--- config.mk ---
export PLATFORM = sky130hd
export DESIGN_NAME = gpx_port
export DESIGN_NICKNAME = d
export VERILOG_FILES = /design/src/shared/gpx_pkg.sv /design/src/core/gpx_edge_irq.sv /design/src/core/gpx_port.sv /design/src/core/gpx_sync.sv
export VERILOG_INCLUDE_DIRS = /design/src /design/src/shared
export SDC_FILE = /design/constraint.sdc
export NUM_CORES = 1
export LEC_CHECK = 0
export BUFFER_PORTS_ARGS = -buffer_cell sky130_fd_sc_hd__clkbuf_2
export CAP_MARGIN = 5
export CORE_MARGIN = 10
export CORE_UTILIZATION = 56
export CTS_CLUSTER_SIZE = 20
export DETAILED_ROUTE_END_ITERATION = 10
export PLACE_DENSITY = 0.9
export SYNTH_ARGS = -nofsm -noshare
export SYNTH_HDL_FRONTEND = slang
export SYNTH_SLANG_ARGS = --single-unit
--- constraint.sdc ---
create_clock -name ref_clk_i -period 2.85 [get_ports ref_clk_i]
set_input_delay 0.57 -clock ref_clk_i [delete_from_list [all_inputs] [get_ports ref_clk_i]]
set_output_delay 0.57 -clock ref_clk_i [all_outputs]
set_load 0.02 [all_outputs]
--- src/shared/gpx_regs.svh ---
// register offsets, subregister indices, reset values and timing counts
// for the general-purpose port block; definitions only
`ifndef GPX_REGS_SVH
`define GPX_REGS_SVH

// port address and control registers
`define GPX_PA_ADDR      12'hfd0
`define GPX_PA_CTRL      12'hfd1
`define GPX_PB_ADDR      12'hfd4
`define GPX_PB_CTRL      12'hfd5
`define GPX_PC_ADDR      12'hfd8
`define GPX_PC_CTRL      12'hfd9

// data registers
`define GPX_PA_IN        12'hfd2
`define GPX_PA_OUT       12'hfd3
`define GPX_PB_IN        12'hfd6
`define GPX_PB_OUT       12'hfd7
`define GPX_PC_IN        12'hfda
`define GPX_PC_OUT       12'hfdb

// pending interrupt requests of the four port A edge sources
`define GPX_IRQ_REQ      12'hfc0

// subregister indices held in the port address registers
`define GPX_SUB_AF1_A    8'h07
`define GPX_SUB_EDGE     8'h08
`define GPX_SUB_PAIR     8'h09
`define GPX_SUB_AF1_B    8'h08

// field layout and reset values
`define GPX_LOW_NIBBLE   8'h0f
`define GPX_RST_BYTE     8'h00
`define GPX_RST_NIBBLE   4'h0

// pin synchroniser: flops to fill before a sample is trusted
`define GPX_SYNC_FILL    2'h3

`endif

--- src/shared/gpx_pkg.sv ---
// types shared by the port block files
// assumes gpx_regs.svh carries all numeric constants
package gpx_pkg;
  typedef logic [7:0]  gpx_byte_t;
  typedef logic [11:0] gpx_addr_t;
  typedef logic [3:0]  gpx_nib_t;
endpackage

--- src/core/gpx_edge_irq.sv ---
// port A edge interrupt sources: pair choice and polarity per source
// assumes level_i comes from the pin synchroniser
`timescale 1ns/1ns
module gpx_edge_irq #(
  parameter int N = 4
) (
  input  wire logic           ref_clk_i,
  input  wire logic           resetn_i,
  input  wire logic [2*N-1:0] level_i,
  input  wire logic           valid_i,
  input  wire logic [N-1:0]   polarity_i,
  input  wire logic [N-1:0]   pair_i,
  output logic      [N-1:0]   event_o
);
  logic [2*N-1:0] prev_q;
  logic           armed_q;
  logic [N-1:0]   event_q;
  logic [N-1:0]   event_d;

  always_ff @(posedge ref_clk_i or negedge resetn_i) begin
    if (!resetn_i) begin
      prev_q  <= '0;
      armed_q <= 1'b0;
    end else begin
      prev_q  <= level_i;
      armed_q <= valid_i;
    end
  end

  for (genvar i = 0; i < N; i++) begin : g_src
    wire cur = pair_i[i] ? level_i[i+N] : level_i[i];
    wire old = pair_i[i] ? prev_q[i+N] : prev_q[i];
    // edge is a change between consecutive synchronised samples
    assign event_d[i] = armed_q & (polarity_i[i] ? (~old & cur) : (old & ~cur));
  end

  always_ff @(posedge ref_clk_i or negedge resetn_i) begin
    if (!resetn_i) begin
      event_q <= '0;
    end else begin
      event_q <= event_d;
    end
  end

  assign event_o = event_q;
endmodule

--- src/core/gpx_port.sv ---
// general-purpose port unit: data registers, port A edge interrupts,
// alternate function 1 selects and subregisters behind address/control pairs
// assumes a single-cycle register bus on ref_clk_i and asynchronous pins
//
// Notes on behaviour
// - edge polarity bit 0 requests on falling edge, 1 on rising edge
// - pair choice bit 0 takes line 0-3, 1 takes line four higher
// - pair choice at port A index 09 via A or C control; bits 7-4 read zero
// - port B alternate route reached via port B control at index 08
// - port A alternate route reached via A or C control at index 07
// - alternate route bit 1 routes pin to alternate function; resets zero
// - input registers return synchronised pin levels; read only
// - drive bit reaches pin only when output and not alternate function
// - open-drain pin never drives high; low still driven
// - edge polarity at port A index 08 via A or C control; low four bits
// - event sets pending bit; cleared by vector acknowledge or written zero
`timescale 1ns/1ns
`include "gpx_regs.svh"
module gpx_port #(
  parameter int PORTS = 3,
  parameter int NSRC  = 4
) (
  input  wire logic               ref_clk_i,
  input  wire logic               resetn_i,
  input  wire gpx_pkg::gpx_addr_t reg_addr_i,
  input  wire logic               reg_wr_i,
  input  wire logic               reg_rd_i,
  input  wire gpx_pkg::gpx_byte_t reg_wdata_i,
  output gpx_pkg::gpx_byte_t      reg_rdata_o,
  input  wire logic [23:0]        pin_in_i,
  output logic      [23:0]        pin_out_o,
  output logic      [23:0]        pin_oe_o,
  input  wire logic [23:0]        port_dir_out_i,
  input  wire logic [23:0]        port_open_drain_i,
  output logic      [15:0]        alt_route_one_o,
  input  wire logic [3:0]         irq_ack_i,
  output logic      [3:0]         irq_pend_o
);
  import gpx_pkg::*;

  // software-visible state
  gpx_byte_t pa_addr_q;
  gpx_byte_t pb_addr_q;
  gpx_byte_t pc_addr_q;
  gpx_byte_t pa_drive_q;
  gpx_byte_t pb_drive_q;
  gpx_byte_t pc_drive_q;
  gpx_nib_t  edge_polarity_q;
  gpx_nib_t  line_pair_q;
  gpx_byte_t alt_a_q;
  gpx_byte_t alt_b_q;
  gpx_nib_t  irq_pend_q;
  gpx_byte_t rdata_q;
  logic [23:0] pin_out_q;
  logic [23:0] pin_oe_q;
  logic [15:0] alt_q;

  // synchronised pins
  logic [23:0] level;
  logic        level_valid;
  gpx_nib_t    edge_event;

  gpx_sync #(
    .W (24)
  ) u_sync (
    .ref_clk_i (ref_clk_i),
    .resetn_i  (resetn_i),
    .pin_i     (pin_in_i),
    .level_o   (level),
    .valid_o   (level_valid)
  );

  gpx_edge_irq #(
    .N (NSRC)
  ) u_edge (
    .ref_clk_i  (ref_clk_i),
    .resetn_i   (resetn_i),
    .level_i    (level[7:0]),
    .valid_i    (level_valid),
    .polarity_i (edge_polarity_q),
    .pair_i     (line_pair_q),
    .event_o    (edge_event)
  );

  // address decode
  wire hit_pa_addr = (reg_addr_i == `GPX_PA_ADDR);
  wire hit_pb_addr = (reg_addr_i == `GPX_PB_ADDR);
  wire hit_pc_addr = (reg_addr_i == `GPX_PC_ADDR);
  wire hit_pa_ctrl = (reg_addr_i == `GPX_PA_CTRL);
  wire hit_pb_ctrl = (reg_addr_i == `GPX_PB_CTRL);
  wire hit_pc_ctrl = (reg_addr_i == `GPX_PC_CTRL);
  wire hit_pa_out  = (reg_addr_i == `GPX_PA_OUT);
  wire hit_pb_out  = (reg_addr_i == `GPX_PB_OUT);
  wire hit_pc_out  = (reg_addr_i == `GPX_PC_OUT);
  wire hit_pa_in   = (reg_addr_i == `GPX_PA_IN);
  wire hit_pb_in   = (reg_addr_i == `GPX_PB_IN);
  wire hit_pc_in   = (reg_addr_i == `GPX_PC_IN);
  wire hit_irq     = (reg_addr_i == `GPX_IRQ_REQ);

  // port A and port C control both open the port A subregister window
  wire ac_ctrl     = hit_pa_ctrl | hit_pc_ctrl;
  wire sel_edge    = ac_ctrl & (pa_addr_q == `GPX_SUB_EDGE);
  wire sel_pair    = ac_ctrl & (pa_addr_q == `GPX_SUB_PAIR);
  wire sel_alt_a   = ac_ctrl & (pa_addr_q == `GPX_SUB_AF1_A);
  wire sel_alt_b   = hit_pb_ctrl & (pb_addr_q == `GPX_SUB_AF1_B);

  wire wr_edge     = reg_wr_i & sel_edge;
  wire wr_pair     = reg_wr_i & sel_pair;
  wire wr_alt_a    = reg_wr_i & sel_alt_a;
  wire wr_alt_b    = reg_wr_i & sel_alt_b;
  wire wr_irq      = reg_wr_i & hit_irq;
  wire wr_pa_addr  = reg_wr_i & hit_pa_addr;
  wire wr_pb_addr  = reg_wr_i & hit_pb_addr;
  wire wr_pc_addr  = reg_wr_i & hit_pc_addr;
  wire wr_pa_out   = reg_wr_i & hit_pa_out;
  wire wr_pb_out   = reg_wr_i & hit_pb_out;
  wire wr_pc_out   = reg_wr_i & hit_pc_out;

  // window index registers
  always_ff @(posedge ref_clk_i or negedge resetn_i) begin
    if (!resetn_i) begin
      pa_addr_q <= `GPX_RST_BYTE;
    end else if (wr_pa_addr) begin
      pa_addr_q <= reg_wdata_i;
    end
  end

  always_ff @(posedge ref_clk_i or negedge resetn_i) begin
    if (!resetn_i) begin
      pb_addr_q <= `GPX_RST_BYTE;
    end else if (wr_pb_addr) begin
      pb_addr_q <= reg_wdata_i;
    end
  end

  always_ff @(posedge ref_clk_i or negedge resetn_i) begin
    if (!resetn_i) begin
      pc_addr_q <= `GPX_RST_BYTE;
    end else if (wr_pc_addr) begin
      pc_addr_q <= reg_wdata_i;
    end
  end

  // drive value registers
  always_ff @(posedge ref_clk_i or negedge resetn_i) begin
    if (!resetn_i) begin
      pa_drive_q <= `GPX_RST_BYTE;
    end else if (wr_pa_out) begin
      pa_drive_q <= reg_wdata_i;
    end
  end

  always_ff @(posedge ref_clk_i or negedge resetn_i) begin
    if (!resetn_i) begin
      pb_drive_q <= `GPX_RST_BYTE;
    end else if (wr_pb_out) begin
      pb_drive_q <= reg_wdata_i;
    end
  end

  always_ff @(posedge ref_clk_i or negedge resetn_i) begin
    if (!resetn_i) begin
      pc_drive_q <= `GPX_RST_BYTE;
    end else if (wr_pc_out) begin
      pc_drive_q <= reg_wdata_i;
    end
  end

  // subregisters
  always_ff @(posedge ref_clk_i or negedge resetn_i) begin
    if (!resetn_i) begin
      edge_polarity_q <= `GPX_RST_NIBBLE;
    end else if (wr_edge) begin
      edge_polarity_q <= reg_wdata_i[3:0];
    end
  end

  always_ff @(posedge ref_clk_i or negedge resetn_i) begin
    if (!resetn_i) begin
      line_pair_q <= `GPX_RST_NIBBLE;
    end else if (wr_pair) begin
      line_pair_q <= reg_wdata_i[3:0];
    end
  end

  always_ff @(posedge ref_clk_i or negedge resetn_i) begin
    if (!resetn_i) begin
      alt_a_q <= `GPX_RST_BYTE;
    end else if (wr_alt_a) begin
      alt_a_q <= reg_wdata_i;
    end
  end

  always_ff @(posedge ref_clk_i or negedge resetn_i) begin
    if (!resetn_i) begin
      alt_b_q <= `GPX_RST_BYTE;
    end else if (wr_alt_b) begin
      alt_b_q <= reg_wdata_i;
    end
  end

  // pending requests: event sets, acknowledge or written zero clears, set wins
  wire [3:0] irq_clr = irq_ack_i | (wr_irq ? ~reg_wdata_i[3:0] : 4'h0);
  wire [3:0] irq_nxt = (irq_pend_q & ~irq_clr) | edge_event;

  always_ff @(posedge ref_clk_i or negedge resetn_i) begin
    if (!resetn_i) begin
      irq_pend_q <= `GPX_RST_NIBBLE;
    end else begin
      irq_pend_q <= irq_nxt;
    end
  end

  // read data, one cycle after the read strobe
  wire [7:0] rd_pair = {4'h0, line_pair_q};
  wire [7:0] rd_edge = {4'h0, edge_polarity_q};
  wire [7:0] rd_irq  = {4'h0, irq_pend_q};
  logic [7:0] rd_mux;

  // data registers first, then the subregister windows
  always_comb begin
    if (hit_pa_in) begin
      rd_mux = level[7:0];
    end else if (hit_pb_in) begin
      rd_mux = level[15:8];
    end else if (hit_pc_in) begin
      rd_mux = level[23:16];
    end else if (hit_pa_out) begin
      rd_mux = pa_drive_q;
    end else if (hit_pb_out) begin
      rd_mux = pb_drive_q;
    end else if (hit_pc_out) begin
      rd_mux = pc_drive_q;
    end else if (hit_pa_addr) begin
      rd_mux = pa_addr_q;
    end else if (hit_pb_addr) begin
      rd_mux = pb_addr_q;
    end else if (hit_pc_addr) begin
      rd_mux = pc_addr_q;
    end else if (sel_edge) begin
      rd_mux = rd_edge;
    end else if (sel_pair) begin
      rd_mux = rd_pair;
    end else if (sel_alt_a) begin
      rd_mux = alt_a_q;
    end else if (sel_alt_b) begin
      rd_mux = alt_b_q;
    end else if (hit_irq) begin
      rd_mux = rd_irq;
    end else begin
      rd_mux = 8'h00;
    end
  end

  always_ff @(posedge ref_clk_i or negedge resetn_i) begin
    if (!resetn_i) begin
      rdata_q <= `GPX_RST_BYTE;
    end else if (reg_rd_i) begin
      rdata_q <= rd_mux;
    end
  end

  // pin drive per port; port C has no alternate route here
  wire [23:0] drive_all = {pc_drive_q, pb_drive_q, pa_drive_q};
  wire [23:0] alt_all   = {8'h00, alt_b_q, alt_a_q};
  logic [23:0] oe_d;
  localparam int NPIN = 8 * PORTS;

  for (genvar p = 0; p < NPIN; p++) begin : g_pin
    wire gp_drive = port_dir_out_i[p] & ~alt_all[p];
    // open drain: only the low level is actively driven
    assign oe_d[p] = gp_drive & (~port_open_drain_i[p] | ~drive_all[p]);
  end

  always_ff @(posedge ref_clk_i or negedge resetn_i) begin
    if (!resetn_i) begin
      pin_out_q <= 24'h00_0000;
    end else begin
      pin_out_q <= drive_all;
    end
  end

  always_ff @(posedge ref_clk_i or negedge resetn_i) begin
    if (!resetn_i) begin
      pin_oe_q <= 24'h00_0000;
    end else begin
      pin_oe_q <= oe_d;
    end
  end

  always_ff @(posedge ref_clk_i or negedge resetn_i) begin
    if (!resetn_i) begin
      alt_q <= 16'h0000;
    end else begin
      alt_q <= alt_all[15:0];
    end
  end

  assign reg_rdata_o     = rdata_q;
  assign pin_out_o       = pin_out_q;
  assign pin_oe_o        = pin_oe_q;
  assign alt_route_one_o = alt_q;
  assign irq_pend_o      = irq_pend_q;
endmodule

--- src/core/gpx_sync.sv ---
// three-flop pin synchroniser with agreement filter
// assumes pins are asynchronous to ref_clk_i
`timescale 1ns/1ns
`include "gpx_regs.svh"
module gpx_sync #(
  parameter int W = 8
) (
  input  wire logic         ref_clk_i,
  input  wire logic         resetn_i,
  input  wire logic [W-1:0] pin_i,
  output logic      [W-1:0] level_o,
  output logic              valid_o
);
  logic [W-1:0] s1_q;
  logic [W-1:0] s2_q;
  logic [W-1:0] s3_q;
  logic [W-1:0] level_q;
  logic [1:0]   fill_q;
  logic         valid_q;
  wire          filled = (fill_q == `GPX_SYNC_FILL);
  wire  [W-1:0] agree  = ~(s2_q ^ s3_q);

  always_ff @(posedge ref_clk_i or negedge resetn_i) begin
    if (!resetn_i) begin
      s1_q    <= '0;
      s2_q    <= '0;
      s3_q    <= '0;
      fill_q  <= 2'h0;
      valid_q <= 1'b0;
    end else begin
      s1_q    <= pin_i;
      s2_q    <= s1_q;
      s3_q    <= s2_q;
      fill_q  <= filled ? fill_q : fill_q + 2'h1;
      valid_q <= valid_q | filled;
    end
  end

  // a bit changes only when second and third stage agree
  for (genvar i = 0; i < W; i++) begin : g_bit
    always_ff @(posedge ref_clk_i or negedge resetn_i) begin
      if (!resetn_i) begin
        level_q[i] <= 1'b0;
      end else if (filled && agree[i]) begin
        level_q[i] <= s3_q[i];
      end
    end
  end

  assign level_o = level_q;
  assign valid_o = valid_q & ~(~filled);
endmodule

==> qor.txt, run 1 <==
Synth area leader = dfrtp_1
WHS = 85.4 ps
Root Buffer = clkbuf_16
Crit. End Element = flip-flop
Slowest-stage cell, CP = or4_4
Synth Flop Type = dfrtp_1
Yosys cell types = 66
Syn Inst Count = 819
detailed-route via count = 7462
final hold vios = 0
vias per std cell = 5.90
main area contributors after synthesis = dfrtp_1 64%, mux2_2 8.1%, a21oi_1 3.3%
Design Power = 7.55 mW
post-synthesis mux area share = 8.52%
drt wl/cell = 21.8 um
Mapped Area = 10100 sq um
ratio of cells with drive above 1 in the final layout = 31.9%
Post-Synth Simple-Gate Area = 11.5%
measured slew at the worst slew-check pin = 716 ps
most frequent cells after synthesis = 260 x dfrtp_1, 73 x mux2_2, 66 x a21oi_1, 55 x nor2_1, 36 x nand2_1
Compound-Gate Fraction of Synth Area = 13.0%
CTS buffer count = 25
run status = finished, final reports clean
highest routed layer = met4
diode count = 0
Die Height = 154 um
power per cell area = 619 nW/um^2
Final Setup Violations = 0
first-pass GRT wire length = 43.6 mm
largest net degree at the start of global routing = 94
H-tree depth = 1
f_max = 393 MHz
Final GP Congestion = 0.948
metal2 WL = 13.7 mm
largest family of logic cells by synthesized area = compound AO/OA/AOI/OAI gates
Routed Antenna Nets = 0
min Tclk post-route = 2550 ps
Synth Warn # = 0
FF-to-FF setup slack = 300 ps
die footprint = 23800 sq um
Async SR Flop Fraction = 100%
worst-path fanout max = 7
Worst Path Buf+Inv = 0
DR DRC count = 0
CP top delay family = simple AND/OR/NAND/NOR gates
worst skew pair latency = 520 ps
area share of the leading cell type in the synthesized netlist = 64.3%
RSZ-0062 raised after global routing = no
Detailed Route WL = 27.6 mm
Layout Nets = 1120
vias in the first global route = 7834
Clock Skews = 12.7 ps
FP Rows = 49
Layout area overhead = 20.6%
CP Depth = 6
R2R cell count = 6
top-count cell post-synth = dfrtp_1
Post-CTS Resized = 0
DRT iter0 DRCs = 519
CP Launch Type = flip-flop
Synth Register Bits = 260
Filler cells = 1300
Clk pin slew, worst setup/hold paths = 60 ps
Post-Syn Nets = 920
Max-Cap Viols = 0
worst-case vdd ir drop = 0.596 mV
post-DP HPWL = 20.2 mm
initial antenna violation count = 0
# port buffers = 175
worst path cell trace = or4_4 -> nor4_4 -> nand2_2 -> o32a_1 -> a221oi_1 -> o21ai_1
Core Area = 17800 sq um
Final TNS setup = 0 ps
Final Cycle Share = 89.4%
starting density of the core = 56.7%
metal3 WL = 2.23 mm
post-synthesis sequential area ratio = 64.3%
Die Wd = 154 um
crit path kind = flip-flop to flip-flop
setup bufs post-CTS = 0
total grt overflow = 0
adder-cell share of the synthesized area = 0.124%
hold_buf cts = 0
clock buffer depth = 3
Post-synth EDFFs = 0
Slew HR = 52.3%
clock sink count = 260
I/O pin total = 176
biggest cell delay along the critical path = 560 ps
xor/xnor share of the synthesized area = 0.0866%
CTS tree = done
GRT Util Overall = 22.7%
Hold/Removal Path Class = input port to async pin
final number of max-transition violations = 0
Crit path arrival time = 2940 ps
CP Data Required Time = 3240 ps
Pre-antenna DRT Iters = 5
leakage power = 5.90 nW
mean post-synth cell area = 12.4 sq um
wl on met1 = 11.1 mm
where the power goes:
part           internal, mW  switching, mW
registers              3.83          0.105
clock network          1.81           1.36
logic                 0.175          0.281
sequential cells by signal, indices dropped and copies added (netlist names), 8 cells and up:
| name | cells |
|---|---|
| pin_oe_o | 24 |
| pin_out_o | 24 |
| u_sync.level_o | 24 |
| u_sync.s1_q | 24 |
| u_sync.s2_q | 24 |
| u_sync.s3_q | 24 |
| alt_route_one_o | 16 |
| alt_a_q | 8 |
| alt_b_q | 8 |
| pa_addr_q | 8 |
| pa_drive_q | 8 |
| pb_addr_q | 8 |
| pb_drive_q | 8 |
| pc_addr_q | 8 |
| pc_drive_q | 8 |
| reg_rdata_o | 8 |
| u_edge.prev_q | 8 |
metal layers:
layer | vias up | track usage (%)
met5 | - | 0
met4 | 0 | 5.98
met3 | 40 | 5.07
met2 | 324 | 37.9
met1 | 3741 | 29.2
li1 | 3357 | -
area by class of cell:
cell class / instances / area (sq um) / share of cell area [%]
clock buffer: 33 / 656 / 5.37
timing repair buffer: 209 / 1170 / 9.56
inverter: 26 / 97.6 / 0.800
clock inverter: 10 / 119 / 0.974
tap: 229 / 287 / 2.35
sequential: 260 / 6510 / 53.3
multi-input combinational: 497 / 3370 / 27.6
metrics by stage:
stage | setup WS, ps | cell area [sq um] | util (%) | instances
after floorplan | 563 | 10100 | - | 819
after global placement | 185 | 11400 | 64.0 | 1221
after detailed placement | 180 | 11400 | 64.0 | 1221
after CTS | 324 | 12200 | 68.4 | 1264
after global routing | 212 | 12200 | 68.4 | 1264
final | 303 | 12200 | 68.4 | 1264
placed cells by master, fill, tap and decap left out, types with 6 or more instances in the layout:
| cell type | n |
|---|---|
| dfrtp_1 | 260 |
| clkbuf_2 | 174 |
| mux2_2 | 73 |
| a21oi_1 | 66 |
| nor2_1 | 55 |
| nand2_1 | 36 |
| buf_4 | 32 |
| nand2b_1 | 31 |
| o21ai_0 | 28 |
| inv_1 | 26 |
| clkbuf_16 | 25 |
| nor3_1 | 19 |
| nor2b_1 | 14 |
| a211oi_1 | 12 |
| nand3_1 | 12 |
| a221oi_1 | 9 |
| o221ai_1 | 9 |
| a21boi_0 | 8 |
| clkbuf_1 | 8 |
| nand4_1 | 7 |
| o211ai_1 | 7 |
| a22oi_1 | 7 |
| and3_1 | 6 |
| o22ai_1 | 6 |
| a2111oi_0 | 6 |
| o31ai_1 | 6 |
cell families after synthesis:
| logic type | Yosys count |
|---|---|
| xor gates and xnor gates | 1 |
| buffers and inverters | 62 |
| DFF | 260 |
| muxes | 77 |
| and+or+nand+nor | 219 |
| adders and majority gates | 1 |
| AOI/OAI and AO/OA | 199 |
worst paths after layout:
check                                  end            start
min in group ref_clk_i     u_sync.s1_q[11]     pin_in_i[11]
min                        u_sync.s2_q[15]         resetn_i
max                         reg_rdata_o[3]     pa_addr_q[4]
min reg2reg                u_sync.s2_q[22]  u_sync.s1_q[22]
max reg2reg                 reg_rdata_o[3]     pa_addr_q[4]
max in group asynchronous      pin_oe_o[1]         resetn_i
Power figures use the tool's default switching activity.
==> inputs of run 2 (changes only) <==
--- a/config.mk
+++ b/config.mk
@@ -8,6 +8,7 @@
 export LEC_CHECK = 0
 export BUFFER_PORTS_ARGS = -buffer_cell sky130_fd_sc_hd__clkbuf_2
 export CAP_MARGIN = 5
+export CORE_ASPECT_RATIO = 0.6
 export CORE_MARGIN = 10
 export CORE_UTILIZATION = 56
 export CTS_CLUSTER_SIZE = 20
==> constraint.sdc (replaced) <==
create_clock -name ref_clk_i -period 2.4 [get_ports ref_clk_i]
set_input_delay 0.48 -clock ref_clk_i [delete_from_list [all_inputs] [get_ports ref_clk_i]]
set_output_delay 0.48 -clock ref_clk_i [all_outputs]
set_load 0.02 [all_outputs]
==> run 2 against run 1 <==
- combinational power grew 23%
- via count is 3.9% higher
- core utilization increased by 3.0 points
- maximum frequency up 11%
- count of clock-buffer cells in the layout down 3
- die area grew 0.74%
- register-to-register slack got worse by 200 ps
- global-route usage up 0.89 points
- clock skew up 1.0 ps
- sequential power grew 19%
- critical endpoint is now reg_rdata_o[0]
- clock power rose by 14%
==> qor.txt, run 2 (synthesized netlist as in run 1, its figures left out) <==
worst-path fanout max = 5 (was 7)
Layout Nets = 1150 (was 1120)
total grt overflow = 0 (unchanged)
CP Launch Type = flip-flop (unchanged)
detailed-route via count = 7753 (was 7462)
final number of max-transition violations = 0 (unchanged)
Core Area = 17400 sq um (was 17800 sq um)
Max-Cap Viols = 0 (unchanged)
Die Height = 124 um (was 154 um)
first-pass GRT wire length = 44.8 mm (was 43.6 mm)
die footprint = 24000 sq um (was 23800 sq um)
Placed Instances = 1255 (was 1221)
Post-CTS Resized = 0 (unchanged)
FF-to-FF Start = pa_addr_q[4] (unchanged)
Hold/Removal Path Class = input port to flip-flop (was input port to async pin)
vias per std cell = 5.98 (was 5.90)
Pre-antenna DRT Iters = 7 (was 5)
Die Wd = 194 um (was 154 um)
# port buffers = 175 (unchanged)
vias in the first global route = 7664 (was 7834)
H-tree depth = 1 (unchanged)
CP Data Required Time = 2790 ps (was 3240 ps)
run status = finished, final reports clean (unchanged)
Non-Filler Instances = 1297 (was 1264)
min Tclk post-route = 2300 ps (was 2550 ps)
clock sink count = 260 (unchanged)
Design Power = 8.83 mW (was 7.55 mW)
CTS buffer count = 22 (was 25)
Post-Layout Inst Area = 12400 sq um (was 12200 sq um)
crit path kind = flip-flop to flip-flop (unchanged)
GRT Util Overall = 23.6% (was 22.7%)
worst-case vdd ir drop = 0.484 mV (was 0.596 mV)
Placed Area = 11700 sq um (was 11400 sq um)
Final Setup Violations = 0 (unchanged)
Detailed Route WL = 28.8 mm (was 27.6 mm)
measured slew at the worst slew-check pin = 613 ps (was 716 ps)
clock buffer depth = 3 (unchanged)
power per cell area = 710 nW/um^2 (was 619 nW/um^2)
CTS tree = done (unchanged)
Filler cells = 1273 (was 1300)
fin util = 71.4% (was 68.4%)
worst skew pair latency = 510 ps (was 520 ps)
Clock Skews = 13.7 ps (was 12.7 ps)
crit path launch = pa_addr_q[4] (unchanged)
Layout area overhead = 22.8% (was 20.6%)
largest net degree at the start of global routing = 64 (was 94)
RSZ-0062 raised after global routing = no (unchanged)
FP Rows = 37 (was 49)
post-DP HPWL = 21.8 mm (was 20.2 mm)
Final GP Congestion = 1.03 (was 0.948)
Routed Antenna Nets = 0 (unchanged)
DR DRC count = 0 (unchanged)
leakage power = 6.05 nW (was 5.90 nW)
f_max = 435 MHz (was 393 MHz)
Crit. End Element = flip-flop (unchanged)
ratio of cells with drive above 1 in the final layout = 33.9% (was 31.9%)
I/O pin total = 176 (unchanged)
Min-Delay Startpoint = pin_in_i[22]
Final Cycle Share = 95.7% (was 89.4%)
WHS = 75.6 ps (was 85.4 ps)
Slew HR = 59.1% (was 52.3%)
final hold vios = 0 (unchanged)
Clk pin slew, worst setup/hold paths = 70 ps (was 60 ps)
initial antenna violation count = 1 (was 0)
leading cell types in the layout, fill and taps excluded = 260 x dfrtp_1, 174 x clkbuf_2, 73 x mux2_2, 66 x a21oi_1, 62 x buf_4 (was 260 x dfrtp_1, 174 x clkbuf_2, 73 x mux2_2, 66 x a21oi_1, 55 x nor2_1)
most common cell after layout, fill and taps aside = dfrtp_1 (unchanged)
drt wl/cell = 22.2 um (was 21.8 um)
starting density of the core = 58.1% (was 56.7%)
Crit path arrival time = 2690 ps (was 2940 ps)
DRT iter0 DRCs = 888 (was 519)
Root Buffer = clkbuf_16 (unchanged)
==> run 2: cell count changes in the layout (fill, tap and decap cells not counted), sizes merged <==
cell,delta
buf,+32
clkbuf,-3
clkinv,-2
inv,-2
clkinvlp,+1
diode,+1
dlygate4sd3,+1
==> run 2: area by class of cell <==
cell class                      count  area, sq um  share of cell area [%]
Timing Repair Buffer              242         1440                    11.6
Antenna cell                        1         2.50                  0.0201
Clock buffer                       30          632                    5.08
Sequential cell                   260         6510                    52.3
Clock inverter                      7         87.6                   0.705
Multi-Input combinational cell    497         3370                    27.1
Tap cell                          234          293                    2.36
Inverter                           26         97.6                   0.785
==> run 2: report_power, final <==
part	internal, mW	leakage, nW	switching [mW]
registers	4.54	3.31	0.128
clock network	2.05	0.354	1.54
logic	0.219	2.39	0.342
total	6.82	6.05	2.01
==> run 2: metrics by stage <==
step,setup slack [ps],TNS (ps)
4_1_cts,147,0
5_1_grt,36.7,0
3_5_place_dp,-172,-1890
3_3_place_gp,-195,-2150
2_1_floorplan,203,0
6_report,102,0
==> run 2: layer usage <==
layer / global-route usage [%] / vias to the layer above / wire, um / share of wire, %
met5: 0 / - / 0 / 0
met4: 5.74 / 0 / 615 / 2.1
met3: 7.06 / 52 / 3190 / 11
met2: 35.7 / 426 / 12500 / 44
met1: 32.9 / 3856 / 12400 / 43
li1: - / 3419 / - / -
==> run 2: timing repair <==
action	in CTS	in global routing
endpoints found under the hold margin	44	0
buffers inserted	3	0
hold buffers	1	0
endpoints found under the setup margin	4	0
==> run 2: final timing paths <==
| check | endpoint | cells past startpoint | slack [ps] |
|---|---|---|---|
| worst max-delay path | reg_rdata_o[0] | 7 | 100 |
| worst min-delay path | u_sync.s1_q[22] | 1 | 80 |
| worst max register to register | reg_rdata_o[0] | 7 | 100 |
| worst min register to register | u_sync.s2_q[9] | 0 | 350 |
| max in group asynchronous | u_sync.s1_q[12] | 3 | 1250 |
| min in group asynchronous | line_pair_q[1] | 2 | 480 |
==> run 2: worst max-delay path: stages (launching register included) <==
cell and delay, ps:
dfrtp_1 410, or4_4 580, nor4_4 170, buf_4 190
nand2_2 100, o32a_1 320, a221oi_1 330, o21ai_1 90
==> inputs of run 3 (changes only) <==
--- a/config.mk
+++ b/config.mk
@@ -8,12 +8,16 @@
 export LEC_CHECK = 0
 export BUFFER_PORTS_ARGS = -buffer_cell sky130_fd_sc_hd__clkbuf_2
 export CAP_MARGIN = 5
+export CELL_PAD_IN_SITES_DETAIL_PLACEMENT = 1
+export CELL_PAD_IN_SITES_GLOBAL_PLACEMENT = 2
 export CORE_ASPECT_RATIO = 0.6
 export CORE_MARGIN = 10
-export CORE_UTILIZATION = 56
+export CORE_UTILIZATION = 39
+export CTS_BUF_LIST = sky130_fd_sc_hd__clkbuf_4 sky130_fd_sc_hd__clkbuf_8
 export CTS_CLUSTER_SIZE = 20
 export DETAILED_ROUTE_END_ITERATION = 10
-export PLACE_DENSITY = 0.9
+export PLACE_DENSITY = 0.92
+export SLEW_MARGIN = 20
 export SYNTH_ARGS = -nofsm -noshare
 export SYNTH_HDL_FRONTEND = slang
 export SYNTH_SLANG_ARGS = --single-unit
==> run 3 against run 2 <==
- register-to-register slack about the same
- count of clock-buffer cells in the layout increased by 32
- clock power is 9.2% higher
- critical path depth rose by 1
- final area is 3.1% higher
- flip-flop and latch count did not move
==> qor.txt, run 3 (synthesized netlist as in run 1, its figures left out) <==
run status = finished, final reports clean (unchanged)
Final Cycle Share = 95.8% (was 95.7%)
DRT iter0 DRCs = 593 (was 888)
Crit path arrival time = 2750 ps (was 2690 ps)
Layout area overhead = 26.6% (was 22.8%)
Final GP Congestion = 0.918 (was 1.03)
CP Data Required Time = 2850 ps (was 2790 ps)
I/O pin total = 176 (unchanged)
worst-case vdd ir drop = 0.405 mV (was 0.484 mV)
GR peak layer = met2 (unchanged)
sequential cell area = 6510 sq um (unchanged)
Filler cells = 2724 (was 1273)
met1 usage = 27.4% (was 32.9%)
Pre-antenna DRT Iters = 5 (was 7)
Placed Area = 11900 sq um (was 11700 sq um)
GRT Util Overall = 19.8% (was 23.6%)
area of the multi-input gates = 3390 sq um (was 3370 sq um)
Die Height = 145 um (was 124 um)
vias in the first global route = 8449 (was 7664)
ratio of cells with drive above 1 in the final layout = 36.9% (was 33.9%)
final number of max-transition violations = 0 (unchanged)
Hold/Removal Path Class = input port to flip-flop (unchanged)
clock sink count = 260 (unchanged)
H-tree depth = 2 (was 1)
Crit. End Element = flip-flop (unchanged)
starting density of the core = 39.8% (was 58.1%)
most common cell after layout, fill and taps aside = dfrtp_1 (unchanged)
initial antenna violation count = 2 (was 1)
post-DP HPWL = 24.6 mm (was 21.8 mm)
fin worst setup slack = 101 ps (was 102 ps)
Die Wd = 228 um (was 194 um)
largest net degree at the start of global routing = 62 (was 64)
first-pass GRT wire length = 50.8 mm (was 44.8 mm)
# port buffers = 175 (unchanged)
Clk pin slew, worst setup/hold paths = 70 ps (about the same)
Layout Nets = 1176 (was 1150)
FP Rows = 45 (was 37)
vias per std cell = 5.36 (was 5.98)
measured slew at the worst slew-check pin = 561 ps (was 613 ps)
Routed Antenna Nets = 0 (unchanged)
Final TNS setup = 0 ps (unchanged)
final hold vios = 0 (unchanged)
DR DRC count = 0 (unchanged)
Non-Filler Instances = 1458 (was 1297)
total grt overflow = 0 (unchanged)
power per cell area = 717 nW/um^2 (was 710 nW/um^2)
CP Launch Type = flip-flop (unchanged)
Placed Instances = 1377 (was 1255)
Slew HR = 61.6% (was 59.1%)
RSZ-0062 raised after global routing = no (unchanged)
Clock Skews = 27.7 ps (was 13.7 ps)
CTS buffer count = 40 (was 22)
M3 GR Usage = 5.44% (was 7.06%)
Detailed Route WL = 32.5 mm (was 28.8 mm)
die footprint = 33000 sq um (was 24000 sq um)
CTS tree = done (unchanged)
detailed-route via count = 7808 (was 7753)
WHS = 40.0 ps (was 75.6 ps)
Post-Layout Inst Area = 12800 sq um (was 12400 sq um)
f_max = 435 MHz (about the same)
Root Buffer = clkbuf_8 (was clkbuf_16)
worst-path fanout max = 5 (unchanged)
clock buffer depth = 3 (unchanged)
met2 Usage GRT = 30.4% (was 35.7%)
worst slack, placed = -17.0 ps (was -172 ps)
diode count = 0 (was 1)
leakage power = 6.19 nW (was 6.05 nW)
drt wl/cell = 22.3 um (was 22.2 um)
worst skew pair latency = 560 ps (was 510 ps)
Core Area = 25400 sq um (was 17400 sq um)
min Tclk post-route = 2300 ps (about the same)
Final Setup Violations = 0 (unchanged)
crit path kind = flip-flop to flip-flop (unchanged)
leading cell types in the layout, fill and taps excluded = 260 x dfrtp_1, 174 x clkbuf_2, 73 x mux2_2, 66 x a21oi_1, 66 x buf_4 (was 260 x dfrtp_1, 174 x clkbuf_2, 73 x mux2_2, 66 x a21oi_1, 62 x buf_4)
Max-Cap Viols = 0 (unchanged)
==> run 3: changes by cell type in the layout (fill, tap and decap cells not counted), moves of 2 or more <==
cell           before  now
a221oi_2            0    3
a221oi_1            9    6
dlygate4sd3_1       1    4
clkbuf_8            3   50
clkinvlp_4          1    3
clkbuf_4            0   12
buf_4              62   66
clkinv_2            4    6
clkbuf_16          23    0
clkbuf_1            4    0
==> run 3: metrics by stage <==
step | power (mW) | util, %
2_1_floorplan | 4.95 | -
3_3_place_gp | 5.31 | 46.7
3_5_place_dp | 5.35 | 46.7
4_1_cts | 9.33 | 50.3
5_1_grt | 9.63 | 50.5
6_report | 9.19 | 50.5
==> run 3: worst paths after layout <==
kind	startpoint	endpoint	slack, ps	cells past startpoint
max	pa_addr_q[4]	reg_rdata_o[7]	100	8
min	pin_in_i[13]	u_sync.s1_q[13]	40	1
max reg2reg	pa_addr_q[4]	reg_rdata_o[7]	100	8
min reg2reg	u_sync.s1_q[9]	u_sync.s2_q[9]	340	0
max in group asynchronous	resetn_i	u_sync.s2_q[6]	1240	3
min in group asynchronous	resetn_i	alt_route_one_o[0]	460	2
==> run 3: critical path, stage by stage (launching register included) <==
cell	delay, ps
dfrtp_1	410
or4_4	590
nor4_4	160
buf_6	160
buf_4	110
buf_4	120
a21oi_1	60
a211o_1	260
a221o_1	310
==> run 3: report_power, final <==
part	internal, mW	switching, mW	total (mW)
logic	0.227	0.353	0.580
registers	4.55	0.137	4.68
clock network	2.19	1.74	3.93
total	6.96	2.23	9.19
==> run 3: layout make-up <==
| cell class | instances | area share [%] |
|---|---|---|
| Sequential cell | 260 | 50.8 |
| Multi-Input combinational cell | 497 | 26.4 |
| Timing Repair Buffer | 250 | 11.8 |
| Clock buffer | 62 | 6.07 |
| Tap cell | 352 | 3.44 |
| Inverter | 26 | 0.762 |
| Clock inverter | 11 | 0.713 |
==> run 3: repair_timing <==
item                                   4_1_cts  5_1_grt
hold buffers                                 4        0
gates resized for setup                      0        4
endpoints found under the hold margin       57        0
setup buffers                                0        4
setup endpoints to repair                    0        3
==> run 3: per-layer routing <==
layer,share of wire (%),vias up
met2,45,252
met1,46,4033
met4,1.6,2
met3,7.3,47
li1,-,3474
met5,0.062,-
